**src/bod_pkg.sv**
```systemverilog
// Purpose: shared constants and types of the byte-op instruction decoder
// Assumes: 16-bit program words, 10 MHz core clock
// Notes:   flag masks are ordered {negative, overflow, zero, digit, carry}
`default_nettype none
package bod_pkg;

  // register offsets on the control bus (byte addresses)
  localparam logic [3:0] BOD_OFS_CTRL   = 4'h0;
  localparam logic [3:0] BOD_OFS_STATUS = 4'h4;
  // control register fields and reset value
  localparam int         BOD_CTRL_BANK_LSB = 0;
  localparam int         BOD_CTRL_PSA_BIT  = 4;
  localparam logic [4:0] BOD_CTRL_RESET    = 5'h00;
  // status register field positions
  localparam int BOD_STAT_CNT_LSB   = 0;
  localparam int BOD_STAT_STATE_LSB = 16;
  // axi responses
  localparam logic [1:0] BOD_RESP_OKAY   = 2'h0;
  localparam logic [1:0] BOD_RESP_DECERR = 2'h3;

  // instruction word prefixes
  localparam logic [3:0] BOD_PFX_SECOND = 4'hf;
  localparam logic [3:0] BOD_PFX_FFMOV  = 4'hc;

  // status flag update masks
  localparam logic [4:0] BOD_FLG_NONE = 5'h00;
  localparam logic [4:0] BOD_FLG_ALL  = 5'h1f;
  localparam logic [4:0] BOD_FLG_ZN   = 5'h14;
  localparam logic [4:0] BOD_FLG_CZN  = 5'h15;
  localparam logic [4:0] BOD_FLG_Z    = 5'h04;

  // decoded operations
  typedef enum logic [5:0] {
    BOD_OP_NOP    = 6'h00, BOD_OP_ADD    = 6'h01, BOD_OP_ADDC   = 6'h02,
    BOD_OP_AND    = 6'h03, BOD_OP_OR     = 6'h04, BOD_OP_XOR    = 6'h05,
    BOD_OP_COM    = 6'h06, BOD_OP_SUBFB  = 6'h07, BOD_OP_SUBB   = 6'h08,
    BOD_OP_SUB    = 6'h09, BOD_OP_FMOV   = 6'h0a, BOD_OP_INC    = 6'h0b,
    BOD_OP_DEC    = 6'h0c, BOD_OP_DECSZ  = 6'h0d, BOD_OP_INCSZ  = 6'h0e,
    BOD_OP_DECSNZ = 6'h0f, BOD_OP_INCSNZ = 6'h10, BOD_OP_CPLT   = 6'h11,
    BOD_OP_CPEQ   = 6'h12, BOD_OP_CPGT   = 6'h13, BOD_OP_TST    = 6'h14,
    BOD_OP_RLC    = 6'h15, BOD_OP_RRC    = 6'h16, BOD_OP_RL     = 6'h17,
    BOD_OP_RR     = 6'h18, BOD_OP_SWAP   = 6'h19, BOD_OP_MUL    = 6'h1a,
    BOD_OP_CLR    = 6'h1b, BOD_OP_SET    = 6'h1c, BOD_OP_NEG    = 6'h1d,
    BOD_OP_STORE  = 6'h1e, BOD_OP_FFMOV  = 6'h1f, BOD_OP_ABSOLUTE_JUMP_OP   = 6'h20,
    BOD_OP_CALL   = 6'h21, BOD_OP_RJMP   = 6'h22, BOD_OP_BCOND  = 6'h23,
    BOD_OP_RET    = 6'h24, BOD_OP_BIT    = 6'h25, BOD_OP_LIT    = 6'h26
  } bod_op_type;

  // sequencer states, one-hot
  typedef enum logic [2:0] {
    BOD_ST_EXEC  = 3'b001,
    BOD_ST_WORD2 = 3'b010,
    BOD_ST_FLUSH = 3'b100
  } bod_state_type;

  // registered control bundle sent to the datapath
  typedef struct packed {
    logic        valid;
    bod_op_type  op;
    logic [4:0]  flags;
    logic        dest_file;
    logic [11:0] file_addr;
    logic [11:0] src_addr;
    logic [2:0]  bit_sel;
    logic [7:0]  literal;
    logic [19:0] target;
    logic [10:0] offset;
    logic        shadow_save;
    logic        shadow_restore;
    logic        use_pins;
    logic        clr_prescaler;
    logic        prod_write;
  } bod_ctrl_type;

endpackage : bod_pkg
`default_nettype wire

```
**src/bod_dec_if.sv**
```systemverilog
// Purpose: carries one program word and its field decode
// Assumes: purely combinational path between decoder and sequencer
// Notes:   none
`timescale 1ns/100ps
`default_nettype none
interface bod_dec_if;
  import bod_pkg::*;
  logic [15:0] word;
  bod_op_type  op;
  logic [4:0]  flags;
  logic        dest_file;
  logic        writes_file;
  logic        two_word;
  logic        pc_change;
  logic        skip_op;
  logic        has_addr;

  modport dec (input word, output op, flags, dest_file, writes_file,
               output two_word, pc_change, skip_op, has_addr);
  modport use_side (output word, input op, flags, dest_file, writes_file,
                    input two_word, pc_change, skip_op, has_addr);
endinterface : bod_dec_if
`default_nettype wire

```
**src/bod_decoder_top.sv**
```systemverilog
// Purpose: byte-op instruction decoder with sequencing and control regs
// Assumes: fetch unit presents one word per fetch_valid cycle
// Notes:   datapath reports skip and branch outcomes two cycles after issue
//
// Contract
// - d clear to accumulator, set to file
// - a clear access bank, set uses bank pointer
// - file ops carry 8-bit address low byte
// - two-word move, 12-bit source then destination
// - bit ops carry 3-bit bit select
// - literal ops take 8-bit immediate low byte
// - jump and call form 20-bit target
// - call first word holds fast bit
// - branch offsets: 11-bit unconditional, 8-bit conditional
// - add and add-carry change all five flags
// - logical group changes zero and negative only
// - subtract group all flags, move-file zero/negative
// - increment/decrement all flags, skip variants none
// - compare-and-skip group changes no flags
// - rotate flag effects by carry use
// - multiply, clear, set, store, negate flags
// - port read-modify-write uses pin levels
// - timer write clears assigned prescaler
// - pc change or true skip adds nop cycle
// - orphan second word runs as nop
// - fast bit saves and restores shadow registers
// - multiply writes 16-bit product bytes
//
// Our own choices: the AXI4-Lite interface to the registers and the register addresses.
`timescale 1ns/100ps
`default_nettype none
module bod_decoder_top
  import bod_pkg::*;
#(
  parameter logic [3:0]  ACCESS_BANK = 4'h0,
  parameter logic [11:0] PORT_B_ADDR = 12'h081,
  parameter logic [11:0] TIMER0_ADDR = 12'h056
) (
  input  wire logic        clk,
  input  wire logic        sys_rst,
  // fetch side, then skip and branch outcomes from the datapath
  input  wire logic        fetch_valid,
  input  wire logic [15:0] fetch_word,
  input  wire logic        skip_true,
  input  wire logic        branch_taken,
  // datapath side
  output logic             dec_valid,
  output logic [5:0]       dec_op,
  output logic [4:0]       flag_update,
  output logic             dest_is_file,
  output logic [11:0]      file_addr,
  output logic [11:0]      src_addr,
  output logic [2:0]       bit_sel,
  output logic [7:0]       literal_val,
  output logic [19:0]      jump_target,
  output logic [10:0]      branch_offset,
  output logic             shadow_save,
  output logic             shadow_restore,
  output logic             use_pin_levels,
  output logic             clr_prescaler,
  output logic             product_write,
  // axi4-lite slave
  input  wire logic [3:0]  s_axi_awaddr,
  input  wire logic        s_axi_awvalid,
  output logic             s_axi_awready,
  input  wire logic [31:0] s_axi_wdata,
  input  wire logic [3:0]  s_axi_wstrb,
  input  wire logic        s_axi_wvalid,
  output logic             s_axi_wready,
  output logic [1:0]       s_axi_bresp,
  output logic             s_axi_bvalid,
  input  wire logic        s_axi_bready,
  input  wire logic [3:0]  s_axi_araddr,
  input  wire logic        s_axi_arvalid,
  output logic             s_axi_arready,
  output logic [31:0]      s_axi_rdata,
  output logic [1:0]       s_axi_rresp,
  output logic             s_axi_rvalid,
  input  wire logic        s_axi_rready
);

  // state
  bod_state_type state_ff;
  bod_state_type nxt_state;
  bod_ctrl_type  ctrl_ff;
  bod_ctrl_type  nxt_ctrl;
  logic [15:0]   first_ff;      // first word of a two-word pair
  logic [4:0]    ctrl_reg_ff;   // bank pointer and prescaler-assigned
  logic [15:0]   count_ff;
  logic          bvalid_ff;
  logic [1:0]    bresp_ff;
  logic          rvalid_ff;
  logic [31:0]   rdata_ff;
  logic [1:0]    rresp_ff;

  // field decode of the incoming word
  bod_dec_if dif ();
  assign dif.word = fetch_word;
  bod_field_decode u_dec (
    .dif (dif)
  );

  // control register fields
  wire logic [3:0] bank_pointer_reg = ctrl_reg_ff[BOD_CTRL_BANK_LSB +: 4];
  wire logic       psa_assigned     = ctrl_reg_ff[BOD_CTRL_PSA_BIT];

  // sequencing decisions
  wire logic in_exec   = (state_ff == BOD_ST_EXEC);
  wire logic in_word2  = (state_ff == BOD_ST_WORD2);
  wire logic in_flush  = (state_ff == BOD_ST_FLUSH);
  wire logic second_ok = fetch_word[15:12] == BOD_PFX_SECOND;
  wire logic redirect  = skip_true || branch_taken;   // outcome of last issue
  wire logic issue1    = fetch_valid && in_exec && !redirect;
  wire logic start2    = issue1 && dif.two_word;
  wire logic issue2    = fetch_valid && in_word2;
  // bit 9 parts the call (110s) from the jump (1111)
  wire logic first_is_call = first_ff[15:12] == 4'he && !first_ff[9];
  wire logic first_is_mov  = first_ff[15:12] == BOD_PFX_FFMOV;

  // resolved file address: access bank or bank pointer
  wire logic [11:0] banked_addr = fetch_word[8] ?
                                  {bank_pointer_reg, fetch_word[7:0]} :
                                  {ACCESS_BANK, fetch_word[7:0]};

  // next state
  always_comb begin
    nxt_state = state_ff;
    case (state_ff)
      BOD_ST_EXEC: begin
        if (redirect) nxt_state = BOD_ST_FLUSH;
        if (fetch_valid && redirect) nxt_state = BOD_ST_EXEC;
        else if (start2) nxt_state = BOD_ST_WORD2;
      end
      BOD_ST_WORD2: if (fetch_valid) nxt_state = BOD_ST_EXEC;
      BOD_ST_FLUSH: if (fetch_valid) nxt_state = BOD_ST_EXEC;
      default: nxt_state = BOD_ST_EXEC;
    endcase
  end

  // control bundle; a flushed or orphan word leaves it a nop
  always_comb begin
    nxt_ctrl       = '0;
    nxt_ctrl.op    = BOD_OP_NOP;
    nxt_ctrl.valid = fetch_valid;
    if (issue1 && !dif.two_word) begin
      nxt_ctrl.op        = dif.op;
      nxt_ctrl.flags     = dif.flags;
      nxt_ctrl.dest_file = dif.dest_file;
      nxt_ctrl.file_addr = dif.has_addr ? banked_addr : 12'h000;
      nxt_ctrl.bit_sel   = fetch_word[11:9];
      nxt_ctrl.literal   = fetch_word[7:0];
      nxt_ctrl.offset    = (dif.op == BOD_OP_RJMP) ?
                           fetch_word[10:0] :
                           {{3{fetch_word[7]}}, fetch_word[7:0]};
      nxt_ctrl.shadow_restore = (dif.op == BOD_OP_RET) &&
                                fetch_word[0];
      nxt_ctrl.prod_write = dif.op == BOD_OP_MUL;
      nxt_ctrl.use_pins  = dif.has_addr && dif.writes_file &&
                           banked_addr == PORT_B_ADDR;
      nxt_ctrl.clr_prescaler = dif.writes_file && psa_assigned &&
                               banked_addr == TIMER0_ADDR;
    end else if (issue2 && second_ok) begin
      nxt_ctrl.op = first_is_mov ? BOD_OP_FFMOV :
                    first_is_call ? BOD_OP_CALL : BOD_OP_ABSOLUTE_JUMP_OP;
      nxt_ctrl.src_addr  = first_ff[11:0];
      nxt_ctrl.file_addr = fetch_word[11:0];
      nxt_ctrl.dest_file = first_is_mov;
      nxt_ctrl.target    = {fetch_word[11:0], first_ff[7:0]};
      nxt_ctrl.shadow_save = first_is_call && first_ff[8];
      nxt_ctrl.use_pins  = first_is_mov && fetch_word[11:0] == PORT_B_ADDR &&
                           first_ff[11:0] == PORT_B_ADDR;
      nxt_ctrl.clr_prescaler = first_is_mov && psa_assigned &&
                               fetch_word[11:0] == TIMER0_ADDR;
    end
  end

  // decoder registers; reset parks everything at a nop
  always_ff @(posedge clk) begin
    if (sys_rst) begin
      state_ff <= BOD_ST_EXEC;
      ctrl_ff  <= '0;
    end else begin
      state_ff <= nxt_state;
      ctrl_ff  <= nxt_ctrl;
    end
  end

  // first word held while its partner is fetched
  always_ff @(posedge clk) begin
    if (sys_rst) first_ff <= 16'h0000;
    else if (start2) first_ff <= fetch_word;
  end

  // count of words passed to the datapath, shown in status
  always_ff @(posedge clk) begin
    if (sys_rst) count_ff <= 16'h0000;
    else if (fetch_valid) count_ff <= count_ff + 16'h0001;
  end

  // datapath outputs straight from the control flops
  assign dec_valid      = ctrl_ff.valid;
  assign dec_op         = ctrl_ff.op;
  assign flag_update    = ctrl_ff.flags;
  assign dest_is_file   = ctrl_ff.dest_file;
  assign file_addr      = ctrl_ff.file_addr;
  assign src_addr       = ctrl_ff.src_addr;
  assign bit_sel        = ctrl_ff.bit_sel;
  assign literal_val    = ctrl_ff.literal;
  assign jump_target    = ctrl_ff.target;
  assign branch_offset  = ctrl_ff.offset;
  assign shadow_save    = ctrl_ff.shadow_save;
  assign shadow_restore = ctrl_ff.shadow_restore;
  assign use_pin_levels = ctrl_ff.use_pins;
  assign clr_prescaler  = ctrl_ff.clr_prescaler;
  assign product_write  = ctrl_ff.prod_write;

  // axi write: address and data taken together, one outstanding
  wire logic wr_take  = s_axi_awvalid && s_axi_wvalid && !bvalid_ff;
  wire logic wr_ctrl  = wr_take && s_axi_awaddr == BOD_OFS_CTRL;
  wire logic wr_known = (s_axi_awaddr == BOD_OFS_CTRL) ||
                        (s_axi_awaddr == BOD_OFS_STATUS);
  assign s_axi_awready = wr_take;
  assign s_axi_wready  = wr_take;
  assign s_axi_bvalid  = bvalid_ff;
  assign s_axi_bresp   = bresp_ff;

  always_ff @(posedge clk) begin
    if (sys_rst) begin
      bvalid_ff <= 1'b0;
      bresp_ff  <= BOD_RESP_OKAY;
    end else if (wr_take) begin
      bvalid_ff <= 1'b1;
      bresp_ff  <= wr_known ? BOD_RESP_OKAY : BOD_RESP_DECERR;
    end else if (s_axi_bready) begin
      bvalid_ff <= 1'b0;
    end
  end

  // control register; only the low byte lane holds bits
  always_ff @(posedge clk) begin
    if (sys_rst) ctrl_reg_ff <= BOD_CTRL_RESET;
    else if (wr_ctrl && s_axi_wstrb[0]) ctrl_reg_ff <= s_axi_wdata[4:0];
  end

  // axi read: one outstanding, data registered with the response
  wire logic rd_take = s_axi_arvalid && !rvalid_ff;
  wire logic [31:0] rd_mux =
    (s_axi_araddr == BOD_OFS_CTRL)   ? {27'h0000000, ctrl_reg_ff} :
    (s_axi_araddr == BOD_OFS_STATUS) ? {13'h0000, state_ff, count_ff} :
                                       32'h00000000;
  assign s_axi_arready = rd_take;
  assign s_axi_rvalid  = rvalid_ff;
  assign s_axi_rdata   = rdata_ff;
  assign s_axi_rresp   = rresp_ff;

  always_ff @(posedge clk) begin
    if (sys_rst) begin
      rvalid_ff <= 1'b0;
      rdata_ff  <= 32'h00000000;
      rresp_ff  <= BOD_RESP_OKAY;
    end else if (rd_take) begin
      rvalid_ff <= 1'b1;
      rdata_ff  <= rd_mux;
      rresp_ff  <= (s_axi_araddr == BOD_OFS_CTRL ||
                    s_axi_araddr == BOD_OFS_STATUS) ?
                   BOD_RESP_OKAY : BOD_RESP_DECERR;
    end else if (s_axi_rready) begin
      rvalid_ff <= 1'b0;
    end
  end

  // checks next to the logic they guard
  a_reset_gives_nop: assert property (@(posedge clk)
    $past(sys_rst) |-> (dec_op == BOD_OP_NOP && !dec_valid))
    else $error("decoder not at nop after reset");

  a_dest_bit_route: assert property (@(posedge clk) disable iff (sys_rst)
    $past(issue1 && !dif.two_word && dif.has_addr && fetch_word[15:12] != 4'h6
          && dif.op != BOD_OP_MUL && dif.op != BOD_OP_BIT) |->
    dest_is_file == $past(fetch_word[9]))
    else $error("destination bit routed wrongly");

  a_bank_select: assert property (@(posedge clk) disable iff (sys_rst)
    $past(issue1 && dif.has_addr && !fetch_word[8]) |->
    file_addr[11:8] == ACCESS_BANK)
    else $error("access bank not forced");

  a_move_pair: assert property (@(posedge clk) disable iff (sys_rst)
    (issue2 && second_ok && first_is_mov) |=>
    dec_op == BOD_OP_FFMOV && src_addr == $past(first_ff[11:0]))
    else $error("two-word move not assembled");

  a_jump_target: assert property (@(posedge clk) disable iff (sys_rst)
    $past(issue2 && second_ok && !first_is_mov) |->
    jump_target[19:8] == $past(fetch_word[11:0]))
    else $error("jump target high bits wrong");

  a_orphan_nop: assert property (@(posedge clk) disable iff (sys_rst)
    (fetch_valid && in_exec && fetch_word[15:12] == BOD_PFX_SECOND) |=>
    dec_op == BOD_OP_NOP && flag_update == BOD_FLG_NONE)
    else $error("orphan second word not a nop");

  a_skip_flush: assert property (@(posedge clk) disable iff (sys_rst)
    (redirect && fetch_valid && in_exec) |=>
    dec_valid && dec_op == BOD_OP_NOP)
    else $error("redirect did not insert a nop");

  a_flush_drop: assert property (@(posedge clk) disable iff (sys_rst)
    (in_flush && fetch_valid) |=> dec_valid && dec_op == BOD_OP_NOP)
    else $error("word after a lone redirect not dropped");

  a_logic_flags: assert property (@(posedge clk) disable iff (sys_rst)
    (issue1 && fetch_word[15:12] == 4'h1) |=>
    flag_update == BOD_FLG_ZN)
    else $error("logical group flag mask wrong");

  a_mul_product: assert property (@(posedge clk) disable iff (sys_rst)
    product_write |-> (flag_update == BOD_FLG_NONE &&
                       dec_op == BOD_OP_MUL))
    else $error("multiply flags or product strobe wrong");

  a_prescaler_clear: assert property (@(posedge clk) disable iff (sys_rst)
    clr_prescaler |-> $past(psa_assigned) &&
    (file_addr == TIMER0_ADDR))
    else $error("prescaler cleared without cause");

  a_skip_no_flags: assert property (@(posedge clk) disable iff (sys_rst)
    (issue1 && dif.skip_op) |=> flag_update == BOD_FLG_NONE)
    else $error("skip instruction changes flags");

endmodule : bod_decoder_top
`default_nettype wire

```
**src/bod_field_decode.sv**
```systemverilog
// Purpose: maps one program word to an operation and its flag effects
// Assumes: word is stable for the cycle it is decoded in
// Notes:   a word starting with the second-word prefix decodes as no-op
`timescale 1ns/100ps
`default_nettype none
module bod_field_decode
  import bod_pkg::*;
(
  bod_dec_if.dec dif
);

  // opcode table
  function automatic bod_op_type op_of(input logic [15:0] w);
    logic [3:0] hi;
    logic [3:0] m;
    hi = w[15:12];
    m  = w[11:8];
    op_of = BOD_OP_NOP;
    case (hi)
      4'h0: begin
        if (m[3] || m == 4'h1) op_of = BOD_OP_LIT;
        else if (m[3:1] == 3'b001) op_of = BOD_OP_MUL;
        else if (m[3:2] == 2'b01) op_of = BOD_OP_DEC;
        else if (w[11:1] == 11'h009) op_of = BOD_OP_RET;
      end
      4'h1: op_of = (m[3:2] == 2'b00) ? BOD_OP_OR :
                    (m[3:2] == 2'b01) ? BOD_OP_AND :
                    (m[3:2] == 2'b10) ? BOD_OP_XOR : BOD_OP_COM;
      4'h2: op_of = (m[3:2] == 2'b00) ? BOD_OP_ADDC :
                    (m[3:2] == 2'b01) ? BOD_OP_ADD :
                    (m[3:2] == 2'b10) ? BOD_OP_INC : BOD_OP_DECSZ;
      4'h3: op_of = (m[3:2] == 2'b00) ? BOD_OP_RRC :
                    (m[3:2] == 2'b01) ? BOD_OP_RLC :
                    (m[3:2] == 2'b10) ? BOD_OP_SWAP : BOD_OP_INCSZ;
      4'h4: op_of = (m[3:2] == 2'b00) ? BOD_OP_RR :
                    (m[3:2] == 2'b01) ? BOD_OP_RL :
                    (m[3:2] == 2'b10) ? BOD_OP_INCSNZ : BOD_OP_DECSNZ;
      4'h5: op_of = (m[3:2] == 2'b00) ? BOD_OP_FMOV :
                    (m[3:2] == 2'b01) ? BOD_OP_SUBFB :
                    (m[3:2] == 2'b10) ? BOD_OP_SUBB : BOD_OP_SUB;
      4'h6: begin
        case (m[3:1])
          3'b000:  op_of = BOD_OP_CPLT;
          3'b001:  op_of = BOD_OP_CPEQ;
          3'b010:  op_of = BOD_OP_CPGT;
          3'b011:  op_of = BOD_OP_TST;
          3'b100:  op_of = BOD_OP_SET;
          3'b101:  op_of = BOD_OP_CLR;
          3'b110:  op_of = BOD_OP_NEG;
          default: op_of = BOD_OP_STORE;
        endcase
      end
      4'h7, 4'h8, 4'h9, 4'ha, 4'hb: op_of = BOD_OP_BIT;
      4'hc: op_of = BOD_OP_FFMOV;
      4'hd: op_of = BOD_OP_RJMP;
      4'he: begin
        if (!m[3]) op_of = BOD_OP_BCOND;
        else if (m[3:1] == 3'b110) op_of = BOD_OP_CALL;
        else if (m == 4'hf) op_of = BOD_OP_ABSOLUTE_JUMP_OP;
      end
      default: op_of = BOD_OP_NOP;
    endcase
  endfunction : op_of

  // status flags each operation may change
  function automatic logic [4:0] flags_of(input bod_op_type op);
    case (op)
      BOD_OP_ADD, BOD_OP_ADDC, BOD_OP_SUB, BOD_OP_SUBB, BOD_OP_SUBFB,
      BOD_OP_INC, BOD_OP_DEC, BOD_OP_NEG:            flags_of = BOD_FLG_ALL;
      BOD_OP_AND, BOD_OP_OR, BOD_OP_XOR, BOD_OP_COM,
      BOD_OP_FMOV, BOD_OP_RL, BOD_OP_RR:             flags_of = BOD_FLG_ZN;
      BOD_OP_RLC, BOD_OP_RRC:                        flags_of = BOD_FLG_CZN;
      BOD_OP_CLR:                                    flags_of = BOD_FLG_Z;
      default:                                       flags_of = BOD_FLG_NONE;
    endcase
  endfunction : flags_of

  // field decode; d bit only exists on the d-carrying byte ops
  wire bod_op_type op_w   = op_of(dif.word);
  wire             has_d  = (dif.word[15:12] != 4'h6) && (op_w != BOD_OP_MUL);
  wire             byte_w = (op_w >= BOD_OP_ADD) && (op_w <= BOD_OP_STORE);
  wire             fix_wr = (op_w == BOD_OP_CLR) || (op_w == BOD_OP_SET) ||
                            (op_w == BOD_OP_NEG) || (op_w == BOD_OP_STORE);

  assign dif.op          = op_w;
  assign dif.flags       = flags_of(op_w);
  assign dif.dest_file   = byte_w && has_d && dif.word[9];
  assign dif.writes_file = (byte_w && has_d && dif.word[9]) || fix_wr;
  assign dif.two_word    = (op_w == BOD_OP_FFMOV) || (op_w == BOD_OP_CALL) ||
                           (op_w == BOD_OP_ABSOLUTE_JUMP_OP);
  assign dif.pc_change   = (op_w == BOD_OP_RJMP) || (op_w == BOD_OP_RET);
  assign dif.skip_op     = ((op_w >= BOD_OP_DECSZ) && (op_w <= BOD_OP_TST))
                           || (op_w == BOD_OP_BIT);
  assign dif.has_addr    = byte_w || (op_w == BOD_OP_BIT);

endmodule : bod_field_decode
`default_nettype wire

```
**config.mk**
```make
export PLATFORM = sky130hd
export DESIGN_NAME = bod_decoder_top
export DESIGN_NICKNAME = d
export VERILOG_FILES = /design/src/bod_pkg.sv /design/src/bod_dec_if.sv /design/src/bod_decoder_top.sv /design/src/bod_field_decode.sv
export SDC_FILE = /design/constraint.sdc
export NUM_CORES = 1
export LEC_CHECK = 0
export BUFFER_PORTS_ARGS = -buffer_cell sky130_fd_sc_hd__buf_2
export CELL_PAD_IN_SITES_DETAIL_PLACEMENT = 1
export CELL_PAD_IN_SITES_GLOBAL_PLACEMENT = 2
export CORE_MARGIN = 2
export CORE_UTILIZATION = 27
export CTS_BUF_LIST = sky130_fd_sc_hd__clkbuf_4
export CTS_CLUSTER_SIZE = 30
export DETAILED_ROUTE_END_ITERATION = 16
export GPL_TIMING_DRIVEN = 0
export PLACE_DENSITY_LB_ADDON = 0.1
export SKIP_LAST_GASP = 1
export SLEW_MARGIN = 20
export SYNTH_ARGS = -nofsm -noshare
export SYNTH_HDL_FRONTEND = slang
export SYNTH_SLANG_ARGS = --single-unit
```
**constraint.sdc**
```tcl
create_clock -name clk -period 3.5 [get_ports clk]
set_input_delay 0 -clock clk [delete_from_list [all_inputs] [get_ports clk]]
set_output_delay 0 -clock clk [all_outputs]
set_load 0.01 [all_outputs]
```
* Word level (Yosys, flattened, before mapping)
Memories as Yosys holds them, arrays and structs flattened. A register that Yosys moved wholly into a read port is not among the register bits.
Cells that the tools add are included.
** Cells by class
- Reductions and logical operators :: 56
- $add $sub $neg :: 1
- Eq/ne operators :: 53
- Muxes and demuxes :: 48
- Magnitude comparators :: 2
- Bitwise operators :: 2
** Operators with widths (number)
- $mux W6 :: 20
- $pmux W6 S11 :: 1
- $eq A4 B4 Y1 const B :: 11
- $mux W19 :: 2
- $eq A12 B8 Y1 const B :: 3
- $eq A6 B5 Y1 const B :: 6
- $eq A6 B6 Y1 const B :: 5
- $pmux W4 S7 :: 1
- $logic_and A1 B1 Y1 :: 27
- $mux W25 :: 1
- $eq A12 B7 Y1 const B :: 2
- $eq A4 B3 Y1 const B :: 6
- $mux W12 :: 2
- $add A16 B1 Y16 const B :: 1
- $mux W3 :: 5
- $mux W13 :: 1
- $eq A3 B3 Y1 const B :: 4
- $logic_not A4 Y1 :: 3
- $eq A11 B4 Y1 const B :: 1
- $logic_or A1 B1 Y1 :: 11
- $mux W11 :: 1
- $mux W2 :: 5
- $mux W5 :: 2
- $eq A3 B2 Y1 const B :: 3
- 22 further kinds :: 38
** Word-level totals
- ROM bits :: 160
- Input port bits :: 70
- Word-level logic and storage cells :: 186
- Output and inout port bits :: 125
- Register bits :: 157
- Memories kept :: 1
** Memory list
- (no name shown) :: words 32, width 5, rd ports 1, clocked after memory_dff 1, wr ports 0, line bod_field_decode.sv:67 : case (op)

* Logic depth before layout (Yosys ltp)
- Depth in word-level cells :: 14
- Mapped depth :: 16
- Gate-level depth less buffers :: 13

* Cells and area by module
A second synthesis with hierarchy kept.
** Unflattened totals
- Cells, all modules :: 656
- Area total of the unflattened synthesis :: 5911.9 µm²
** Modules (own cells, without submodules)
- bod_decoder_top :: instances 1, seq. area each 2622.5 µm², area each 4824.6 µm², cells an instance 493
- bod_field_decode :: instances 1, seq. area each 0.0 µm², area each 1087.3 µm², cells an instance 163

* Least setup slack after synthesis
Ideal clock, no wire load.
- Kind :: in2reg
- Start point :: input port fetch_word[10]
- End point :: register first_ff[9]
- Required time :: 3372 ps
- Stages on the path :: 15
- Path slack :: 243 ps
- Buffers on the path :: 3
- Arrival :: 3130 ps
- Setup time :: 128 ps
- Cells stage by stage :: clkbuf_1 -> inv_1 -> ha_1 -> nor2_1 -> mux2i_1 -> nor4_1 -> nor4_1 -> ha_1 -> nor2_1 -> o32ai_4 -> and2b_1 -> buf_6 -> buf_12 -> mux2i_1 -> nor2_1
** Between the ends
- Cells in the longest elaborated chain, start to end :: 10
- Elaborated cells between the ends (all ways) :: 44
- Those cells by class :: eq/ne: 14; mux: 24; reduce/logical: 6
** Ends and longest elaborated chain
- start, declared :: line bod_decoder_top.sv:43 : input wire logic [15:0] fetch_word,
- $eq A11 B4 Y1 :: line bod_field_decode.sv:24 : else if (w[11:1] == 11'h009) op_of = BOD_OP_RET;
- $mux W6 :: line bod_field_decode.sv:24
- $mux W6 :: line bod_field_decode.sv:23 : else if (m[3:2] == 2'b01) op_of = BOD_OP_DEC;
- $mux W6 :: line bod_field_decode.sv:22 : else if (m[3:1] == 3'b001) op_of = BOD_OP_MUL;
- $mux W6 :: line bod_field_decode.sv:21 : if (m[3] || m == 4'h1) op_of = BOD_OP_LIT;
- $pmux W6 S11 * :: line bod_field_decode.sv:19 : case (hi)
- $eq A6 B5 Y1 / $eq A6 B6 Y1 (equally long branches) :: line bod_field_decode.sv:89 : assign dif.two_word = (op_w == BOD_OP_FFMOV) || (op_w == BOD_OP_CALL) ||
- $logic_or A1 B1 Y1 :: line bod_field_decode.sv:89
- $logic_or A1 B1 Y1 * :: line bod_field_decode.sv:89
- $logic_and A1 B1 Y1 * :: line bod_decoder_top.sv:114 : wire logic start2 = issue1 && dif.two_word;
- end signal, assigned :: line bod_decoder_top.sv:191 : else if (start2) first_ff <= fetch_word;
- end, declared :: line bod_decoder_top.sv:87 : logic [15:0] first_ff;
Mark *: on every way between the ends. The rest lies on a longest branch, timed or not.
A chain may end at the register's enable or synchronous reset.

* Worst setup path after layout
- Start point :: input port fetch_word[11]
- End point :: register, netlist name flag_update[4]
** Between the ends
- Cells in the longest elaborated chain, start to end :: 13
- Elaborated cells between the ends (all ways) :: 47
- Those cells by class :: eq/ne: 14; mux: 24; bitwise: 1; reduce/logical: 8
** Ends and longest elaborated chain
- $eq A11 B4 Y1 :: line bod_field_decode.sv:24
- $mux W6 :: line bod_field_decode.sv:24
- $mux W6 :: line bod_field_decode.sv:23
- $mux W6 :: line bod_field_decode.sv:22
- $mux W6 :: line bod_field_decode.sv:21
- $pmux W6 S11 * :: line bod_field_decode.sv:19
- $eq A6 B5 Y1 / $eq A6 B6 Y1 (equally long branches) :: line bod_field_decode.sv:89
- $logic_or A1 B1 Y1 (2 in series) :: line bod_field_decode.sv:89
- $logic_not A1 Y1 :: line bod_decoder_top.sv:145 : if (issue1 && !dif.two_word) begin
- $logic_and A1 B1 Y1 :: line bod_decoder_top.sv:145
- $not A1 Y1 (no line)
- $reduce_or A3 Y1 (no line)
Marked as above.

==> qor.yml <==
outcome: "complete, no violations"
vdd_ir_drop_max_mv: 0.153
path_buf_inv: 5
ios: 195
cp_max_fo: 10
place_ws_ns: -0.517
crit_path_top_delay_cell: "ha_1"
route.detailed.drc: 0
synth_top_area_cell: "dfxtp_1"
final_common_cell: "buf_2"
synthArstFlopShare: 0
crit_required_ns: 3.99
crit_family: "simple AND/OR/NAND/NOR gates"
power_density_nw_per_um2: 403
routedWlPerCell_um: 16.6
synthDistinctLibCells: 73
hold_viol_final: 0
reg2reg_setup_slack_ns: 0.79
synth-seq-cells: 130
finalWeightedCongestion: 0.821
grt_pass1_vias: 5339
fmax_mhz: 315
slew_headroom: 0.555
grt_pass1_wl_um: 29100
htree_levels: 4
clock-sinks: 130
drive_gt1_frac: 0.282
min_path_type: "input port to register"
crit_chain: "buf_2 -> buf_2 -> inv_1 -> ha_1 -> nor2_1 -> mux2i_1 -> nor4_1 -> nor4_2 -> buf_2 -> ha_1 -> nor2_1 -> o32ai_4 -> or3_1 -> buf_2 -> a211oi_2 -> o221a_2"
period_minus_slack_ns: 3.17
startpoint_type: "input port"
antenna_found_initial: 1
r2r-start: "state_ff[2]$_SDFFE_PP0P_"
coreArea_um2: 21000
leakagePower_nw: 3.39
dr.pass1.iters: 4
wirelength_um: 18800
max-cap-violations: 0
ant_nets: 0
die_w_um: 150
grt_util_all_layers: 0.169
area_growth_pct: 30.7
startpoint: "fetch_word[11]"
first_iter_violations: 275
layout_common_cells: "buf_2 (158), dfxtp_1 (130), nor2_1 (109)"
cts_buffers: 17
synth_enable_flop_cells: 0
synth_area_um2: 5750
nets: 926
maxSlewViolCount: 0
grt_setup_unrepaired: "no"
max_stage_delay_ns: 0.41
yosys-top-cells-area: "dfxtp_1 (45%), nor2_1 (7.1%), mux2i_1 (5.7%)"
hp-start: "fetch_word[10]"
cp-end-kind: "register"
arrival_ns: 3.66
post-route-period-util: 0.906
fin_area_um2: 7520
dp_hpwl_um: 14400
num_vias: 5215
synthesis.instances: 633
vias_per_cell: 4.60
yosysSeqAreaShare: 0.453
rows: 53
yosys_warnings: 0
cts_tree: "built"
grt_max_degree: 17
yosysTopAreaCellShare: 0.453
clk_latency_ns: 0.54
die_area_um2: 22500
clockRootBuffer: "clkbuf_4"
setup_viol: 0
postCtsSetupBuffers: 0
ctsResizeCount: 0
nFillCells: 2513
crit_type: "input port to register"
layout_setup_ws_ns: 0.328
fin_skew_ns: 0.0226
synth_ff_type: "dfxtp_1"
crit_top_cell: "buf_2"
fp.dieH_um: 150
globalRouteOverflowTotal: 0
start_util: 0.274
syn_area_per_cell_um2: 9.08
io_buffers: 149
cts_buffer_depth: 2
worst_pin_slew_ns: 0.663
path_clk_slew_ns: 0.12
dpl-instance-area_um2: 6900
-- state kept, by name, indices dropped and copies added, names as in the netlist, 3 cells and up --
| name | flops |
|---|---|
| src_addr | 12 |
| flag_update | 4 |
| state_ff | 3 |
| branch_offset | 4 |
| dec_op | 6 |
| s_axi_rdata | 19 |
| first_ff | 16 |
| bit_sel | 3 |
| count_ff | 16 |
| literal_val | 7 |
| jump_target | 12 |
| file_addr | 12 |
| ctrl_reg_ff | 5 |
-- synth_stat cells, drive strengths merged, types with 2 or more instances --
cell type,count
clkbuf,22
xnor2,4
nand2b,15
o31ai,3
o32ai,2
mux2,2
nor3,20
inv,11
a211o,2
a22oi,14
mux2i,33
o21ai,19
or2,5
nor4,11
o211ai,3
o21a,3
a211oi,3
a21o,4
or4,2
a21oi,21
or3,7
buf,51
xor2,11
nor2b,7
o211a,2
nor3b,5
nand3,11
nand4b,3
nor4b,2
o2bb2ai,2
and3b,3
and2,14
nand3b,4
nand4,6
dfxtp,130
nor2,110
ha,13
a31oi,4
and3,5
o21bai,2
nand2,24
-- area by class of cell --
type / count / area, µm² / share of cell area
multi-input cells: 431 / 2710 / 0.361
flip-flops and latches: 130 / 2600 / 0.346
repair buffers: 180 / 1050 / 0.140
plain buffers: 72 / 443 / 0.0589
well taps: 275 / 344 / 0.0458
clock inverters: 14 / 180 / 0.0240
clock buffers: 18 / 135 / 0.0180
inverters: 11 / 41.3 / 0.00549
diodes: 3 / 7.51 / 0.000999
-- kinds of logic after synthesis --
kind of cell	synth area share
simple gates	0.231
flops	0.453
compound gates	0.119
buf+inv	0.0849
mux	0.0614
xor+xnor	0.0228
fa+ha+maj	0.0283
other cells	0.000652
-- worst reg2reg max path, cell delays in order (launching register included) --
cell and delay (ns):
dfxtp_1 0.32, clkbuf_1 0.19, nor4b_2 0.28, nand2_1 0.15
or2_1 0.22, buf_2 0.16, or3_4 0.42, or4b_1 0.58
nand4b_1 0.21, a21oi_1 0.14
-- path summary, 6_finish.rpt --
| path | to | cells after the start |
|---|---|---|
| hold reg to reg | shadow_save$_SDFF_PP0_ | 2 |
| hold / removal | bit_sel[1]$_SDFF_PP0_ | 3 |
| setup / recovery | flag_update[4]$_SDFF_PP0_ | 16 |
| setup reg to reg | use_pin_levels$_SDFF_PP0_ | 9 |
-- layer usage --
layer  vias to the layer above  share of wire  GRT usage
met5                         -              0          0
met2                       132           0.47      0.280
met4                         0         0.0090     0.0425
li1                       2562              -          -
met1                      2505           0.48      0.223
met3                        16          0.044     0.0351
-- through the flow --
stage	cells	power [mW]	hold WS [ns]	utilization	setup TNS, ns
final	1134	3.03	0.0420	0.359	0
after global placement	1069	1.90	0.233	0.329	-72.11
after detailed placement	1070	1.90	0.243	0.329	-20.73
after CTS	1131	3.08	0.00284	0.358	0
after floorplan	645	1.77	0.144	-	0
after global routing	1134	3.19	0.00471	0.359	0
-- power by group --
group	internal (mW)	leakage [nW]	switching, mW
clock	0.516	0.165	0.621
combinational	0.152	2.17	0.234
sequential	1.50	1.05	0.0121
-- timing repair --
action	4_1_cts	5_1_grt
hold buffers	29	1
endpoints found under the hold margin	58	2
setup endpoints to repair	0	21
No activity file was read; power rests on OpenSTA's default activity.
